$ cat src/clock_ctrl_regs.vh
// Register offsets, field positions, reset values and timing figures of the clock block
`ifndef CLOCK_CTRL_REGS_VH
`define CLOCK_CTRL_REGS_VH

// Register byte offsets
`define OFS_LOOP_CTRL 8'h00
`define OFS_INTEGRATOR 8'h04
`define OFS_OSC_CTRL 8'h08
`define OFS_SEL_CTRL 8'h0C
`define OFS_MODE_BITS 8'h10
`define OFS_FAULT 8'h14

// Reset values
`define LOOP_CTRL_RST 8'h1F
`define INTEGRATOR_RST 10'h000
`define OSC_CTRL_RST 8'h02
`define SEL_CTRL_RST 11'h000
`define MODE_BITS_RST 4'h0

// Loop control fields
`define LC_MULT_MSB 6
`define LC_MULT_LSB 0

// Oscillator control fields
`define OC_RANGE_EXT 0
`define OC_LOOP_DIV_MSB 2
`define OC_LOOP_DIV_LSB 1
`define OC_XTAL_MODE 3
`define OC_LOAD_CAP_MSB 5
`define OC_LOAD_CAP_LSB 4
`define OC_AUX_DIV_MSB 7
`define OC_AUX_DIV_LSB 6

// Selection control fields
`define SC_MAIN_SEL_MSB 1
`define SC_MAIN_SEL_LSB 0
`define SC_MAIN_DIV_MSB 3
`define SC_MAIN_DIV_LSB 2
`define SC_SUB_SEL 4
`define SC_SUB_OFF 5
`define SC_SECOND_OFF 6
`define SC_PRI_SRC_MSB 8
`define SC_PRI_SRC_LSB 7
`define SC_SECOND_RANGE_MSB 10
`define SC_SECOND_RANGE_LSB 9

// Mode bit positions
`define MB_LOOP_DISABLE 0
`define MB_SECOND_GEN_OFF 1
`define MB_CRYSTAL_OFF 2
`define MB_PROC_HALT 3

// Fault register bit positions
`define FB_LOW_FREQ 0
`define FB_HF_PRIMARY 1
`define FB_SECOND 2
`define FB_IRQ_FLAG 3

// Encodings
`define PRI_SRC_VLP 2'b10
`define SECOND_EXT_CLOCK 2'b11
`define MAIN_SEL_SECOND 2'b10
`define MAIN_SEL_PRIMARY 2'b11

// Timing figures
`define CLK_FREQ_HZ 125000000
`define PRIMARY_HF_MIN_HZ 450000
`define SECOND_MIN_HZ 450000
`define LOW_FREQ_MIN_HZ 10000

`endif

$ cat src/clock_source_select_gating.v
// Clock source selection, division, gating and frequency lock loop with an APB register file
`timescale 1ns/100ps
`include "clock_ctrl_regs.vh"

module clock_source_select_gating #(
  parameter HAS_SECOND = 1,
  parameter LF_TIMEOUT_CYCLES = `CLK_FREQ_HZ / `LOW_FREQ_MIN_HZ
) (
  input wire clk,
  input wire resetn,
  input wire psel,
  input wire penable,
  input wire pwrite,
  input wire [7:0] paddr,
  input wire [31:0] pwdata,
  output reg [31:0] prdata,
  output wire pready,
  output reg pslverr,
  input wire primary_crystal_clock,
  input wire very_low_power_clock,
  input wire second_crystal_clock,
  output reg aux_clock,
  output reg aux_clock_out,
  output reg main_clock_cpu,
  output reg main_clock_periph,
  output reg sub_main_clock,
  output reg ring_osc_clock,
  output reg primary_osc_enable,
  output reg primary_hf_mode,
  output reg [1:0] load_capacitance_select,
  output reg very_low_power_enable,
  output reg second_osc_enable,
  output reg second_ext_clock_mode,
  output reg ring_osc_enable
);

  // Longest input periods before a fault is flagged, rounded down
  // Cut to the 16-bit gap counters: a timeout above 65535 cycles would wrap
  localparam [31:0] HF_LIMIT = `CLK_FREQ_HZ / `PRIMARY_HF_MIN_HZ;
  localparam [31:0] SECOND_LIMIT = `CLK_FREQ_HZ / `SECOND_MIN_HZ;
  localparam [31:0] LF_LIMIT = LF_TIMEOUT_CYCLES;
  localparam [15:0] HF_MAX_CYCLES = HF_LIMIT[15:0];
  localparam [15:0] SECOND_MAX_CYCLES = SECOND_LIMIT[15:0];
  localparam [15:0] LF_MAX_CYCLES = LF_LIMIT[15:0];

  reg [7:0] loop_ctrl;
  reg [9:0] integrator;
  reg [7:0] osc_ctrl;
  reg [10:0] sel_ctrl;
  reg [3:0] mode_bits;
  reg low_freq_fault_bit;
  reg hf_primary_fault_bit;
  reg second_osc_fault_bit;
  reg osc_fault_irq_flag;

  // Divided output as a level: ratio 0 passes the source, else a counter bit
  function div_level;
    input src;
    input [2:0] cnt;
    input [1:0] ratio;
    begin
      case (ratio)
        2'd0: div_level = src;
        2'd1: div_level = cnt[0];
        2'd2: div_level = cnt[1];
        default: div_level = cnt[2];
      endcase
    end
  endfunction

  // Field decodes
  wire [6:0] mult_n = loop_ctrl[`LC_MULT_MSB:`LC_MULT_LSB];
  wire range_extend_bit = osc_ctrl[`OC_RANGE_EXT];
  wire [1:0] loop_div = osc_ctrl[`OC_LOOP_DIV_MSB:`OC_LOOP_DIV_LSB];
  wire crystal_frequency_mode_bit = osc_ctrl[`OC_XTAL_MODE];
  wire [1:0] aux_div = osc_ctrl[`OC_AUX_DIV_MSB:`OC_AUX_DIV_LSB];
  wire [1:0] main_clock_select_field = sel_ctrl[`SC_MAIN_SEL_MSB:`SC_MAIN_SEL_LSB];
  wire [1:0] main_div = sel_ctrl[`SC_MAIN_DIV_MSB:`SC_MAIN_DIV_LSB];
  wire sub_main_clock_select = sel_ctrl[`SC_SUB_SEL];
  wire sub_main_clock_off_bit = sel_ctrl[`SC_SUB_OFF];
  wire second_osc_off_bit = sel_ctrl[`SC_SECOND_OFF];
  wire [1:0] primary_osc_source_field = sel_ctrl[`SC_PRI_SRC_MSB:`SC_PRI_SRC_LSB];
  wire [1:0] second_osc_range_field = sel_ctrl[`SC_SECOND_RANGE_MSB:`SC_SECOND_RANGE_LSB];
  wire loop_disable_bit = mode_bits[`MB_LOOP_DISABLE];
  wire second_generator_off_bit = mode_bits[`MB_SECOND_GEN_OFF];
  wire crystal_off_bit = mode_bits[`MB_CRYSTAL_OFF];
  wire processor_halt_bit = mode_bits[`MB_PROC_HALT];

  // Auxiliary source choice
  wire vlp_selected = (primary_osc_source_field == `PRI_SRC_VLP) &&
                      !crystal_frequency_mode_bit;
  wire aux_src = vlp_selected ? very_low_power_clock : primary_crystal_clock;

  // Main source: fault forces the ring clock, setting left untouched
  wire [1:0] main_sel_req = osc_fault_irq_flag ? 2'b00 : main_clock_select_field;
  wire main_uses_primary = (main_clock_select_field == `MAIN_SEL_PRIMARY) && !processor_halt_bit;
  wire main_uses_second = (main_clock_select_field == `MAIN_SEL_SECOND) && !processor_halt_bit;
  wire sub_uses_second = sub_main_clock_select && !sub_main_clock_off_bit && (HAS_SECOND != 0);

  // APB decode; one access cycle, no wait states
  wire setup_phase = psel && !penable;
  wire wr_en = psel && penable && pwrite;
  assign pready = 1'b1;

  // Register file; settings may change at any time, main and sub-main selections follow glitch-free
  always @(posedge clk or negedge resetn) begin
    if (!resetn) begin
      loop_ctrl <= `LOOP_CTRL_RST;
      osc_ctrl <= `OSC_CTRL_RST;
      sel_ctrl <= `SEL_CTRL_RST;
      mode_bits <= `MODE_BITS_RST;
    end else if (wr_en) begin
      case (paddr)
        `OFS_LOOP_CTRL: loop_ctrl <= pwdata[7:0];
        `OFS_OSC_CTRL: osc_ctrl <= pwdata[7:0];
        `OFS_SEL_CTRL: sel_ctrl <= pwdata[10:0];
        `OFS_MODE_BITS: mode_bits <= pwdata[3:0];
        default: ;
      endcase
    end
  end

  // Read data and error are captured in the setup cycle so they come from flops
  always @(posedge clk or negedge resetn) begin
    if (!resetn) begin
      prdata <= 32'h00000000;
      pslverr <= 1'b0;
    end else if (setup_phase) begin
      pslverr <= 1'b0;
      case (paddr)
        `OFS_LOOP_CTRL: prdata <= {24'h000000, loop_ctrl};
        `OFS_INTEGRATOR: prdata <= {22'h0, integrator};
        `OFS_OSC_CTRL: prdata <= {24'h000000, osc_ctrl};
        `OFS_SEL_CTRL: prdata <= {21'h0, sel_ctrl};
        `OFS_MODE_BITS: prdata <= {28'h0000000, mode_bits};
        `OFS_FAULT: prdata <= {28'h0000000, osc_fault_irq_flag, second_osc_fault_bit,
                              hf_primary_fault_bit, low_freq_fault_bit};
        default: begin
          prdata <= 32'h00000000;
          pslverr <= 1'b1;
        end
      endcase
    end
  end

  // Oscillator enables and mode pins
  always @(posedge clk or negedge resetn) begin
    if (!resetn) begin
      primary_osc_enable <= 1'b1;
      primary_hf_mode <= 1'b0;
      load_capacitance_select <= 2'b00;
      very_low_power_enable <= 1'b0;
      second_osc_enable <= 1'b0;
      second_ext_clock_mode <= 1'b0;
      ring_osc_enable <= 1'b1;
    end else begin
      primary_osc_enable <= !vlp_selected &&
                            !(crystal_off_bit && !main_uses_primary);
      primary_hf_mode <= crystal_frequency_mode_bit;
      load_capacitance_select <= osc_ctrl[`OC_LOAD_CAP_MSB:`OC_LOAD_CAP_LSB];
      very_low_power_enable <= vlp_selected && !crystal_off_bit;
      second_osc_enable <= (HAS_SECOND != 0) &&
                           !(second_osc_off_bit && !main_uses_second && !sub_uses_second);
      second_ext_clock_mode <= (second_osc_range_field == `SECOND_EXT_CLOCK);
      // Ring generator stops when halted with its off bit set and sub-main off or on the second crystal, whatever main selects
      ring_osc_enable <= !(second_generator_off_bit && processor_halt_bit &&
                           (sub_uses_second || sub_main_clock_off_bit));
    end
  end

  // Ring oscillator model: phase accumulator whose step follows the integrator
  reg [15:0] ring_phase;
  reg [2:0] ring_div_cnt;
  reg ring_prev;
  reg dco_div;
  reg dco_div_prev;
  wire [15:0] ring_step = {6'h00, integrator} + 16'h0001;
  always @(posedge clk or negedge resetn) begin
    if (!resetn) begin
      ring_phase <= 16'h0000;
      ring_prev <= 1'b0;
      ring_div_cnt <= 3'h0;
      dco_div <= 1'b0;
      dco_div_prev <= 1'b0;
      ring_osc_clock <= 1'b0;
    end else begin
      if (ring_osc_enable)
        ring_phase <= ring_phase + ring_step;
      ring_prev <= ring_phase[15];
      if (ring_phase[15] && !ring_prev)
        ring_div_cnt <= ring_div_cnt + 3'h1;
      // Divided by D, the ratio used by the loop
      dco_div <= div_level(ring_phase[15], ring_div_cnt, loop_div);
      dco_div_prev <= dco_div;
      // Output tap: undivided when range extend is set, else divided by D
      ring_osc_clock <= range_extend_bit ? ring_phase[15] : dco_div;
    end
  end

  // Frequency lock loop: count divided ring edges over each auxiliary period
  reg aux_prev;
  reg [11:0] edge_count;
  wire aux_rise = aux_src && !aux_prev;
  wire [11:0] target = {5'h00, mult_n} + 12'h001;
  always @(posedge clk or negedge resetn) begin
    if (!resetn) begin
      aux_prev <= 1'b0;
      edge_count <= 12'h000;
      integrator <= `INTEGRATOR_RST;
    end else begin
      aux_prev <= aux_src;
      if (aux_rise) begin
        edge_count <= 12'h000;
        // Held value survives while disabled, so re-enable resumes there
        if (!loop_disable_bit) begin
          if (edge_count < target && integrator != 10'h3FF)
            integrator <= integrator + 10'h001;
          else if (edge_count > target && integrator != 10'h000)
            integrator <= integrator - 10'h001;
        end
      end else begin
        if (dco_div && !dco_div_prev && edge_count != 12'hFFF)
          edge_count <= edge_count + 12'h001;
        if (wr_en && paddr == `OFS_INTEGRATOR)
          integrator <= pwdata[9:0];
      end
    end
  end

  // Fault watchdogs: too long between input edges marks the oscillator bad
  reg pri_prev;
  reg sec_prev;
  reg [15:0] pri_gap;
  reg [15:0] sec_gap;
  always @(posedge clk or negedge resetn) begin
    if (!resetn) begin
      pri_prev <= 1'b0;
      sec_prev <= 1'b0;
      pri_gap <= 16'h0000;
      sec_gap <= 16'h0000;
      low_freq_fault_bit <= 1'b1;
      hf_primary_fault_bit <= 1'b0;
      second_osc_fault_bit <= 1'b0;
    end else begin
      pri_prev <= primary_crystal_clock;
      sec_prev <= second_crystal_clock;
      if (primary_crystal_clock && !pri_prev)
        pri_gap <= 16'h0000;
      else if (pri_gap != 16'hFFFF)
        pri_gap <= pri_gap + 16'h0001;
      if (second_crystal_clock && !sec_prev)
        sec_gap <= 16'h0000;
      else if (sec_gap != 16'hFFFF)
        sec_gap <= sec_gap + 16'h0001;
      // With the primary enabled in low frequency mode, no primary edges keep this set, so a lone second crystal never clears it
      low_freq_fault_bit <= primary_osc_enable && !crystal_frequency_mode_bit &&
                            (pri_gap > LF_MAX_CYCLES);
      hf_primary_fault_bit <= primary_osc_enable && crystal_frequency_mode_bit &&
                              (pri_gap > HF_MAX_CYCLES);
      second_osc_fault_bit <= second_osc_enable &&
                              (sec_gap > SECOND_MAX_CYCLES);
    end
  end

  // Interrupt flag: set at reset and on any fault, cleared by writing one; set wins
  wire any_fault = low_freq_fault_bit || hf_primary_fault_bit || second_osc_fault_bit;
  always @(posedge clk or negedge resetn) begin
    if (!resetn)
      osc_fault_irq_flag <= 1'b1;
    else if (any_fault)
      osc_fault_irq_flag <= 1'b1;
    else if (wr_en && paddr == `OFS_FAULT && pwdata[`FB_IRQ_FLAG])
      osc_fault_irq_flag <= 1'b0;
  end

  // Main source level before division, and the undivided sub-main source level
  reg [1:0] main_sel;
  reg sub_sel;
  reg main_src;
  reg sub_src;
  always @* begin
    case (main_sel)
      `MAIN_SEL_PRIMARY: main_src = aux_src;
      `MAIN_SEL_SECOND: main_src = (HAS_SECOND != 0) ? second_crystal_clock : ring_osc_clock;
      default: main_src = ring_osc_clock;
    endcase
    sub_src = (sub_sel && HAS_SECOND != 0) ? second_crystal_clock : ring_osc_clock;
  end

  // Requested source level, used to wait until old and new are both low
  reg main_req_src;
  always @* begin
    case (main_sel_req)
      `MAIN_SEL_PRIMARY: main_req_src = aux_src;
      `MAIN_SEL_SECOND: main_req_src = (HAS_SECOND != 0) ? second_crystal_clock : ring_osc_clock;
      default: main_req_src = ring_osc_clock;
    endcase
  end
  wire sub_req_src = (sub_main_clock_select && HAS_SECOND != 0) ?
                     second_crystal_clock : ring_osc_clock;

  // Dividers count source rising edges; ratio changes land only at a wrap
  reg [2:0] aux_cnt;
  reg [2:0] main_cnt;
  reg [1:0] aux_ratio;
  reg [1:0] main_ratio;
  reg main_prev;
  wire main_lvl = div_level(main_src, main_cnt, main_ratio);
  always @(posedge clk or negedge resetn) begin
    if (!resetn) begin
      main_sel <= 2'b00;
      sub_sel <= 1'b0;
      aux_cnt <= 3'h0;
      main_cnt <= 3'h0;
      aux_ratio <= 2'b00;
      main_ratio <= 2'b00;
      main_prev <= 1'b0;
    end else begin
      main_prev <= main_src;
      // Switch only when old and new sources sit low: no runt pulse
      if (!main_lvl && !main_src && !main_req_src)
        main_sel <= main_sel_req;
      if (!sub_src && !sub_req_src)
        sub_sel <= sub_main_clock_select;
      if (aux_rise)
        aux_cnt <= aux_cnt + 3'h1;
      if (aux_cnt == 3'h0 && !aux_src)
        aux_ratio <= aux_div;
      if (main_src && !main_prev)
        main_cnt <= main_cnt + 3'h1;
      if (main_cnt == 3'h0 && !main_src)
        main_ratio <= main_div;
    end
  end

  // Registered clock outputs with gating
  always @(posedge clk or negedge resetn) begin
    if (!resetn) begin
      aux_clock <= 1'b0;
      aux_clock_out <= 1'b0;
      main_clock_cpu <= 1'b0;
      main_clock_periph <= 1'b0;
      sub_main_clock <= 1'b0;
    end else begin
      aux_clock <= aux_src;
      aux_clock_out <= div_level(aux_src, aux_cnt, aux_ratio);
      // Gate only while low so a halt never clips a high phase
      if (!main_lvl || !processor_halt_bit)
        main_clock_cpu <= main_lvl && !processor_halt_bit;
      main_clock_periph <= main_lvl;
      if (!sub_src || !sub_main_clock_off_bit)
        sub_main_clock <= sub_src && !sub_main_clock_off_bit;
    end
  end

endmodule

$ cat config.mk
export PLATFORM = sky130hd
export DESIGN_NAME = clock_source_select_gating
export DESIGN_NICKNAME = d
export VERILOG_FILES = /design/src/clock_source_select_gating.v
export VERILOG_INCLUDE_DIRS = /design/src
export SDC_FILE = /design/constraint.sdc
export NUM_CORES = 1
export LEC_CHECK = 0
export ABC_AREA = 1
export BUFFER_PORTS_ARGS = -buffer_cell sky130_fd_sc_hd__buf_2
export CAP_MARGIN = 20
export CORE_ASPECT_RATIO = 1.1
export CORE_MARGIN = 8
export CORE_UTILIZATION = 30
export DETAILED_ROUTE_END_ITERATION = 12
export SYNTH_ARGS = -nofsm -noshare
export SYNTH_HDL_FRONTEND = slang
export SYNTH_SLANG_ARGS = --single-unit
export TNS_END_PERCENT = 100
$ cat constraint.sdc
create_clock -name clk -period 5.8 [get_ports clk]
set_input_delay 0.29 -clock clk [delete_from_list [all_inputs] [get_ports clk]]
set_output_delay 0.29 -clock clk [all_outputs]
set_load 0.01 [all_outputs]
==> flow_metrics.env, run 1 <==
export IMPL_synth_edff_count=0
export IMPL_grt_pass1_wl_um=37960
export IMPL_place_area_um2=9499
export IMPL_cp_common_cell="nand2_1"
export IMPL_grt_ovfl_total=0
export IMPL_synth_area_leaders="dfrtp_1 40%, nand2_1 12%, inv_1 6.3%"
export IMPL_fin_crit_sh=0.6695
export IMPL_grt_setup_unrepaired="no"
export IMPL_synthCells=1142
export IMPL_ios=96
export IMPL_cts_buffer_depth=2
export IMPL_fin_crit_ps=3883
export IMPL_drt_iter0_markers=505
export IMPL_status="finished with violations"
export IMPL_cp_depth=20
export IMPL_ys_types=52
export IMPL_leakagePower_nw=4.937
export IMPL_fin_util=0.3428
export IMPL_setup_violations=0
export IMPL_vias=7649
export IMPL_root_buffer="clkbuf_16"
export IMPL_yosysMostFrequentCell="nand2_1"
export IMPL_multi_input_area_um2=4329
export IMPL_holdWs_ps=-76.35
export IMPL_io_buffers=52
export IMPL_violations="hold timing"
export IMPL_cpMaxStageDelayCell="dfstp_2"
export IMPL_drive_gt1_frac=0.1040
export IMPL_chipWidth_um=180.3
export IMPL_cp_slowest_stage_delay_ps=570
export IMPL_critPathTopFamily="simple AND/OR/NAND/NOR gates"
export IMPL_syn2layout_area_growth_pct=13.07
export IMPL_powerDensity_nw_per_um2=349.8
export IMPL_maxSlewViolCount=0
export IMPL_r2r_cells=20
export IMPL_synth_top_cells_by_count="287 x nand2_1, 150 x inv_1, 143 x dfrtp_1"
export IMPL_drt_total_wl_um=22670
export IMPL_synth_warning_count=0
export IMPL_fmax_mhz=257.5
export IMPL_vias_per_cell=4.823
export IMPL_crit_arrival_ps=4200
export IMPL_cts_resized_gates=0
export IMPL_hp_class="in -> async"
export IMPL_path_clk_slew_ps=60
export IMPL_maxCapViolCount=0
export IMPL_dp_slack_ps=1928
export IMPL_diodes=0
export IMPL_clock_skew_ps=15.00
export IMPL_total_power_mw=3.525
export IMPL_critPathLaunchType="register"
export IMPL_fin_tns_setup_ps=0
export IMPL_hold_viol=19
export IMPL_wire_per_inst_um=14.29
export IMPL_ir_drop_v=0.0002307
export IMPL_htree_levels=4
export IMPL_drc=0
export IMPL_fp_row_count=66
export IMPL_cp_cell_sequence="ha_1 > nand3_1 > nand3b_1 > xor2_1 > ha_1 > nand2_1 > inv_1 > nand2_1 > nand2_1 > nor2_2 > nand3_1 > ha_1 > a21oi_1 > nand2_1 > a21oi_1 > nor2_1 > o21ai_0 > nand2_1 > nand2_1 > o21ai_2"
export IMPL_ant_nets=0
export IMPL_clkSinkCount=153
export IMPL_ff_latch_area_um2=3841
export IMPL_start_util=0.3032
export IMPL_worstPathRequired_ps=6120
export IMPL_post_cts_setup_buffer_count=0
export IMPL_grt_pass1_vias=7485
export IMPL_worst_path_buf_inv=1
export IMPL_grt_usage=0.1309
export IMPL_numCtsBuffers=17
export IMPL_rr_startpoint="loop_ctrl[0]$_DFFE_PN1P_"
export IMPL_core_area_um2=29400
export IMPL_cts_tree="yes"
export IMPL_synth_area_per_cell_um2=7.804
export IMPL_antenna_found_initial=0
export IMPL_synth_seq_cells=153
export IMPL_hpwl_um=16850
export IMPL_synth_largest_area_cell="dfrtp_1"
export IMPL_cp_end_kind="register"
export IMPL_num_fill_cells=3089
export IMPL_dieArea_um2=35480
export IMPL_worst_slack_ps=1917
export IMPL_r2r_slack_ps=1920
export IMPL_async_flop_share=1.000
export IMPL_design_area_um2=10080
export IMPL_fin_cells=1586
export IMPL_worstPathMaxFanout=11
export IMPL_synth_top_cell_area_share=0.4015
export IMPL_critPathKind="reg -> reg"
export IMPL_nets=1288
export IMPL_gp_congestion=0.8552
export IMPL_first_pass_iters=6
export IMPL_clock_latency_ps=430
export IMPL_r2r_end="integrator[5]$_DFFE_PN0P_"
export IMPL_synth_top_flop_cell="dfrtp_1"
export IMPL_max_slew_worst_pin_slew_ps=1005
export IMPL_syn_area_um2=8912
export IMPL_place_inst=1553
export IMPL_max_slew_margin=0.3303
export IMPL_grt_max_degree=105
export IMPL_cts_hold_buffers_added=1
export IMPL_die_h_um=196.8
export IMPL_ys_seq_area_frac=0.4310
[how the worst max path moves through the flow]
stage | start | endpoint
after global routing | loop_ctrl[0]$_DFFE_PN1P_ | integrator[5]$_DFFE_PN0P_
after CTS | loop_ctrl[0]$_DFFE_PN1P_ | integrator[5]$_DFFE_PN0P_
after global placement | loop_ctrl[0]$_DFFE_PN1P_ | integrator[5]$_DFFE_PN0P_
after floorplan | loop_ctrl[0]$_DFFE_PN1P_ | integrator[5]$_DFFE_PN0P_
final | loop_ctrl[0]$_DFFE_PN1P_ | integrator[5]$_DFFE_PN0P_
after detailed placement | loop_ctrl[0]$_DFFE_PN1P_ | integrator[5]$_DFFE_PN0P_
[cells by family after synthesis]
logic type | count (synthesis) | synth area share
mux | 2 | 0.002527
flops | 153 | 0.4310
compound gates | 196 | 0.1245
other cells | 2 | 0.0008427
simple gates | 523 | 0.2568
xor+xnor | 34 | 0.03341
buf+inv | 191 | 0.09167
fa+ha+maj | 41 | 0.05925
[metal layers]
layer	GRT usage	up-vias	wire, um
met2	0.2217	154	10880
met5	0	-	0
met4	0.04871	0	517
li1	-	3829	-
met3	0.02486	28	837
met1	0.1640	3638	10430
[worst register-to-register path: stages, from the launching register on]
cell and delay, ps:
dfstp_2 570, ha_1 190, nand3_1 110, nand3b_1 180
xor2_1 160, ha_1 290, nand2_1 90, inv_1 40
nand2_1 50, nand2_1 60, nor2_2 150, nand3_1 420
ha_1 550, a21oi_1 230, nand2_1 130, a21oi_1 170
nor2_1 50, o21ai_0 150, nand2_1 70, nand2_1 70
o21ai_2 50
[power breakdown]
group	internal (mW)	leakage (nW)	switching, mW
Sequential	1.24	1.99	0.153
Clock	0.600	0.270	0.487
Combinational	0.386	2.68	0.663
Total	2.22	4.94	1.30
[registers in the layout, summed over array words and instances, names as in the netlist, 2 cells and up]
| register | flops |
|---|---|
| aux_cnt | 3 |
| aux_ratio | 2 |
| edge_count | 12 |
| integrator | 10 |
| load_capacitance_select | 2 |
| loop_ctrl | 8 |
| main_cnt | 3 |
| main_ratio | 2 |
| main_sel | 2 |
| mode_bits | 4 |
| osc_ctrl | 8 |
| prdata | 11 |
| pri_gap | 16 |
| ring_div_cnt | 3 |
| ring_phase | 16 |
| sec_gap | 16 |
| sel_ctrl | 11 |
[layout by cell type (no fill, tap or decap), types with 26 or more instances in the layout]
cell type,instances
buf_2,51
ha_1,39
xor2_1,26
o21ai_0,91
inv_1,150
dfrtp_1,143
nor3_1,29
a21oi_1,48
nand2_1,287
nor2_1,85
nand3_1,66
[cell type report]
| type | instances | area share |
|---|---|---|
| Multi-Input combinational cell | 818 | 0.4296 |
| Clock inverter | 14 | 0.01378 |
| Clock buffer | 18 | 0.04259 |
| Inverter | 155 | 0.05823 |
| Timing Repair Buffer | 54 | 0.02818 |
| Tap cell | 374 | 0.04644 |
| Sequential cell | 153 | 0.3812 |
No activity file was read; power rests on OpenSTA's default activity.
==> run 2: changes to the inputs <==
Clock period 5.8 ns to 4.05 ns, I/O delays scaled along.
==> flow_metrics.env, run 2 (same netlist as run 1, synthesis figures left out) <==
export IMPL_status="finished, final reports clean"
export IMPL_grt_pass1_vias=7277
export IMPL_cpMaxStageDelayCell="dfstp_2"
export IMPL_grt_setup_unrepaired="no"
export IMPL_grt_pass1_wl_um=37460
export IMPL_critPathTopFamily="simple AND/OR/NAND/NOR gates"
export IMPL_clockPowerShare=0.318
export IMPL_worstPathMaxFanout=6
export IMPL_grt_ovfl_total=0
export IMPL_ant_nets=0
export IMPL_maxCapViolCount=0
export IMPL_final_cell_mix="287 x nand2_1, 150 x inv_1, 143 x dfrtp_1, 91 x o21ai_0, 85 x nor2_1"
export IMPL_post_cts_setup_buffer_count=0
export IMPL_cp_slowest_stage_delay_ps=570
export IMPL_start_util=0.3032
export IMPL_root_buffer="clkbuf_16"
export IMPL_core_area_um2=29400
export IMPL_antenna_found_initial=2
export IMPL_grt_max_degree=102
export IMPL_ir_drop_v=0.0003537
export IMPL_multi_input_area_um2=4329
export IMPL_top_regs="pri_gap (16), ring_phase (16), sec_gap (16)"
export IMPL_cts_buffer_depth=2
export IMPL_cp_common_cell="nand2_1"
export IMPL_nets=1293
export IMPL_wire_per_inst_um=14.27
export IMPL_die_h_um=196.8
export IMPL_crit_arrival_ps=3910
export IMPL_syn2layout_area_growth_pct=13.94
export IMPL_max_slew_worst_pin_slew_ps=963.0
export IMPL_setup_violations=0
export IMPL_power_frac_seq=0.385
export IMPL_fp_row_count=66
export IMPL_fmax_mhz=278.1
export IMPL_fin_tns_setup_ps=0
export IMPL_worstPathRequired_ps=4370
export IMPL_chipWidth_um=180.3
export IMPL_p_sw_frac=0.3566
export IMPL_cp_end_kind="register"
export IMPL_hold_viol=0
export IMPL_clock_skew_ps=9.081
export IMPL_vias_per_cell=4.722
export IMPL_dieArea_um2=35480
export IMPL_drive_gt1_frac=0.1027
export IMPL_clkSinkCount=153
export IMPL_clock_latency_ps=430
export IMPL_num_fill_cells=3081
export IMPL_drc=0
export IMPL_ff_latch_area_um2=3841
export IMPL_worst_path_buf_inv=1
export IMPL_grt_usage=0.1300
export IMPL_first_pass_iters=5
export IMPL_critPathKind="reg -> reg"
export IMPL_maxSlewViolCount=0
export IMPL_drt_total_wl_um=22720
export IMPL_gp_congestion=0.8658
export IMPL_drt_iter0_markers=491
export IMPL_leakagePower_nw=4.972
export IMPL_cp_cell_sequence="ha_1 > nand3_1 > nand3b_1 > xor2_1 > ha_1 > nand2_1 > inv_1 > nand2_1 > nand2_1 > nor2_2 > nand3_1 > ha_1 > a21oi_1 > nand2_1 > a21oi_1 > nor2_1 > o21ai_0 > nand2_1 > nand2_1 > o21ai_2"
export IMPL_ios=96
export IMPL_cts_resized_gates=0
export IMPL_layout_cells_most_common="nand2_1"
export IMPL_io_buffers=52
export IMPL_htree_levels=4
export IMPL_power_frac_comb=0.297
export IMPL_vias=7518
export IMPL_fin_util=0.3454
export IMPL_numCtsBuffers=17
export IMPL_hp_class="in -> reg"
export IMPL_switchingPower_mw=1.844
export IMPL_p_int_mw=3.326
export IMPL_hpwl_um=17020
export IMPL_path_clk_slew_ps=60
export IMPL_fin_crit_ps=3596
export IMPL_critPathLaunchType="register"
export IMPL_max_slew_margin=0.3580
export IMPL_fin_crit_sh=0.8878
export IMPL_powerDensity_nw_per_um2=509.1
export IMPL_cts_tree="yes"
## run 2: area by class of cell
cell class / instances / area share
Tap cell: 374 / 0.04608
Multi-Input combinational cell: 818 / 0.4263
Antenna cell: 1 / 0.0002464
Inverter: 155 / 0.05779
Timing Repair Buffer: 59 / 0.03241
Clock inverter: 10 / 0.01417
Clock buffer: 22 / 0.04473
Sequential cell: 153 / 0.3783
## run 2: routing by layer
metal	GRT usage	part of all wire	up-vias
met5	0	0.00057	-
met4	0.03768	0.015	2
met3	0.02947	0.044	21
met2	0.2244	0.49	130
met1	0.1607	0.45	3533
li1	-	-	3832
## run 2: worst paths after layout
kind	startpoint	cells past startpoint	slack, ps	end
setup reg to reg	loop_ctrl[0]$_DFFE_PN1P_	20	450	integrator[5]$_DFFE_PN0P_
hold / removal	pwdata[9]	3	50	sel_ctrl[9]$_DFFE_PN0P_
max in group asynchronous	resetn	3	2530	osc_fault_irq_flag$_DFFE_PN1P_
hold reg to reg	dco_div$_DFF_PN0_	0	380	dco_div_prev$_DFF_PN0_
min in group asynchronous	resetn	2	470	ring_phase[2]$_DFFE_PN0P_
setup / recovery	loop_ctrl[0]$_DFFE_PN1P_	20	450	integrator[5]$_DFFE_PN0P_
## run 2: power groups by stage
stage | sequential (mW) | clock [mW] | combinational (mW)
after floorplan | 1.95 | 0 | 1.17
after global placement | 2.01 | 0 | 1.49
after detailed placement | 2.02 | 0 | 1.52
after CTS | 1.99 | 1.68 | 1.54
after global routing | 2.03 | 1.74 | 1.76
final | 1.99 | 1.64 | 1.54
## run 2: stage by stage
stage	power (mW)	hold WS (ps)	cell area [um2]	cells	setup WS, ps
2_1_floorplan	3.121	-93.09	8987	1162	691.3
3_3_place_gp	3.503	339.3	9514	1555	467.4
3_5_place_dp	3.542	344.8	9514	1555	450.8
4_1_cts	5.205	43.48	10150	1591	429.4
5_1_grt	5.532	46.25	10150	1592	119.1
6_report	5.170	49.45	10150	1592	454.4
## run 2: worst reg2reg max path: cells and delay by family (launching register included)
kind | cells | cell delay, ps
DFF | 1 | 570
xor gates and xnor gates | 1 | 160
AOI/OAI and AO/OA | 4 | 630
buffers and inverters | 1 | 40
adders and majority gates | 3 | 920
and+or+nand+nor | 11 | 1170
## run 2: what timing repair did
| item | CTS | global route |
|---|---|---|
| hold buffers | 4 | 0 |
| setup endpoints to repair | 0 | 0 |
| endpoints found under the hold margin | 96 | 0 |
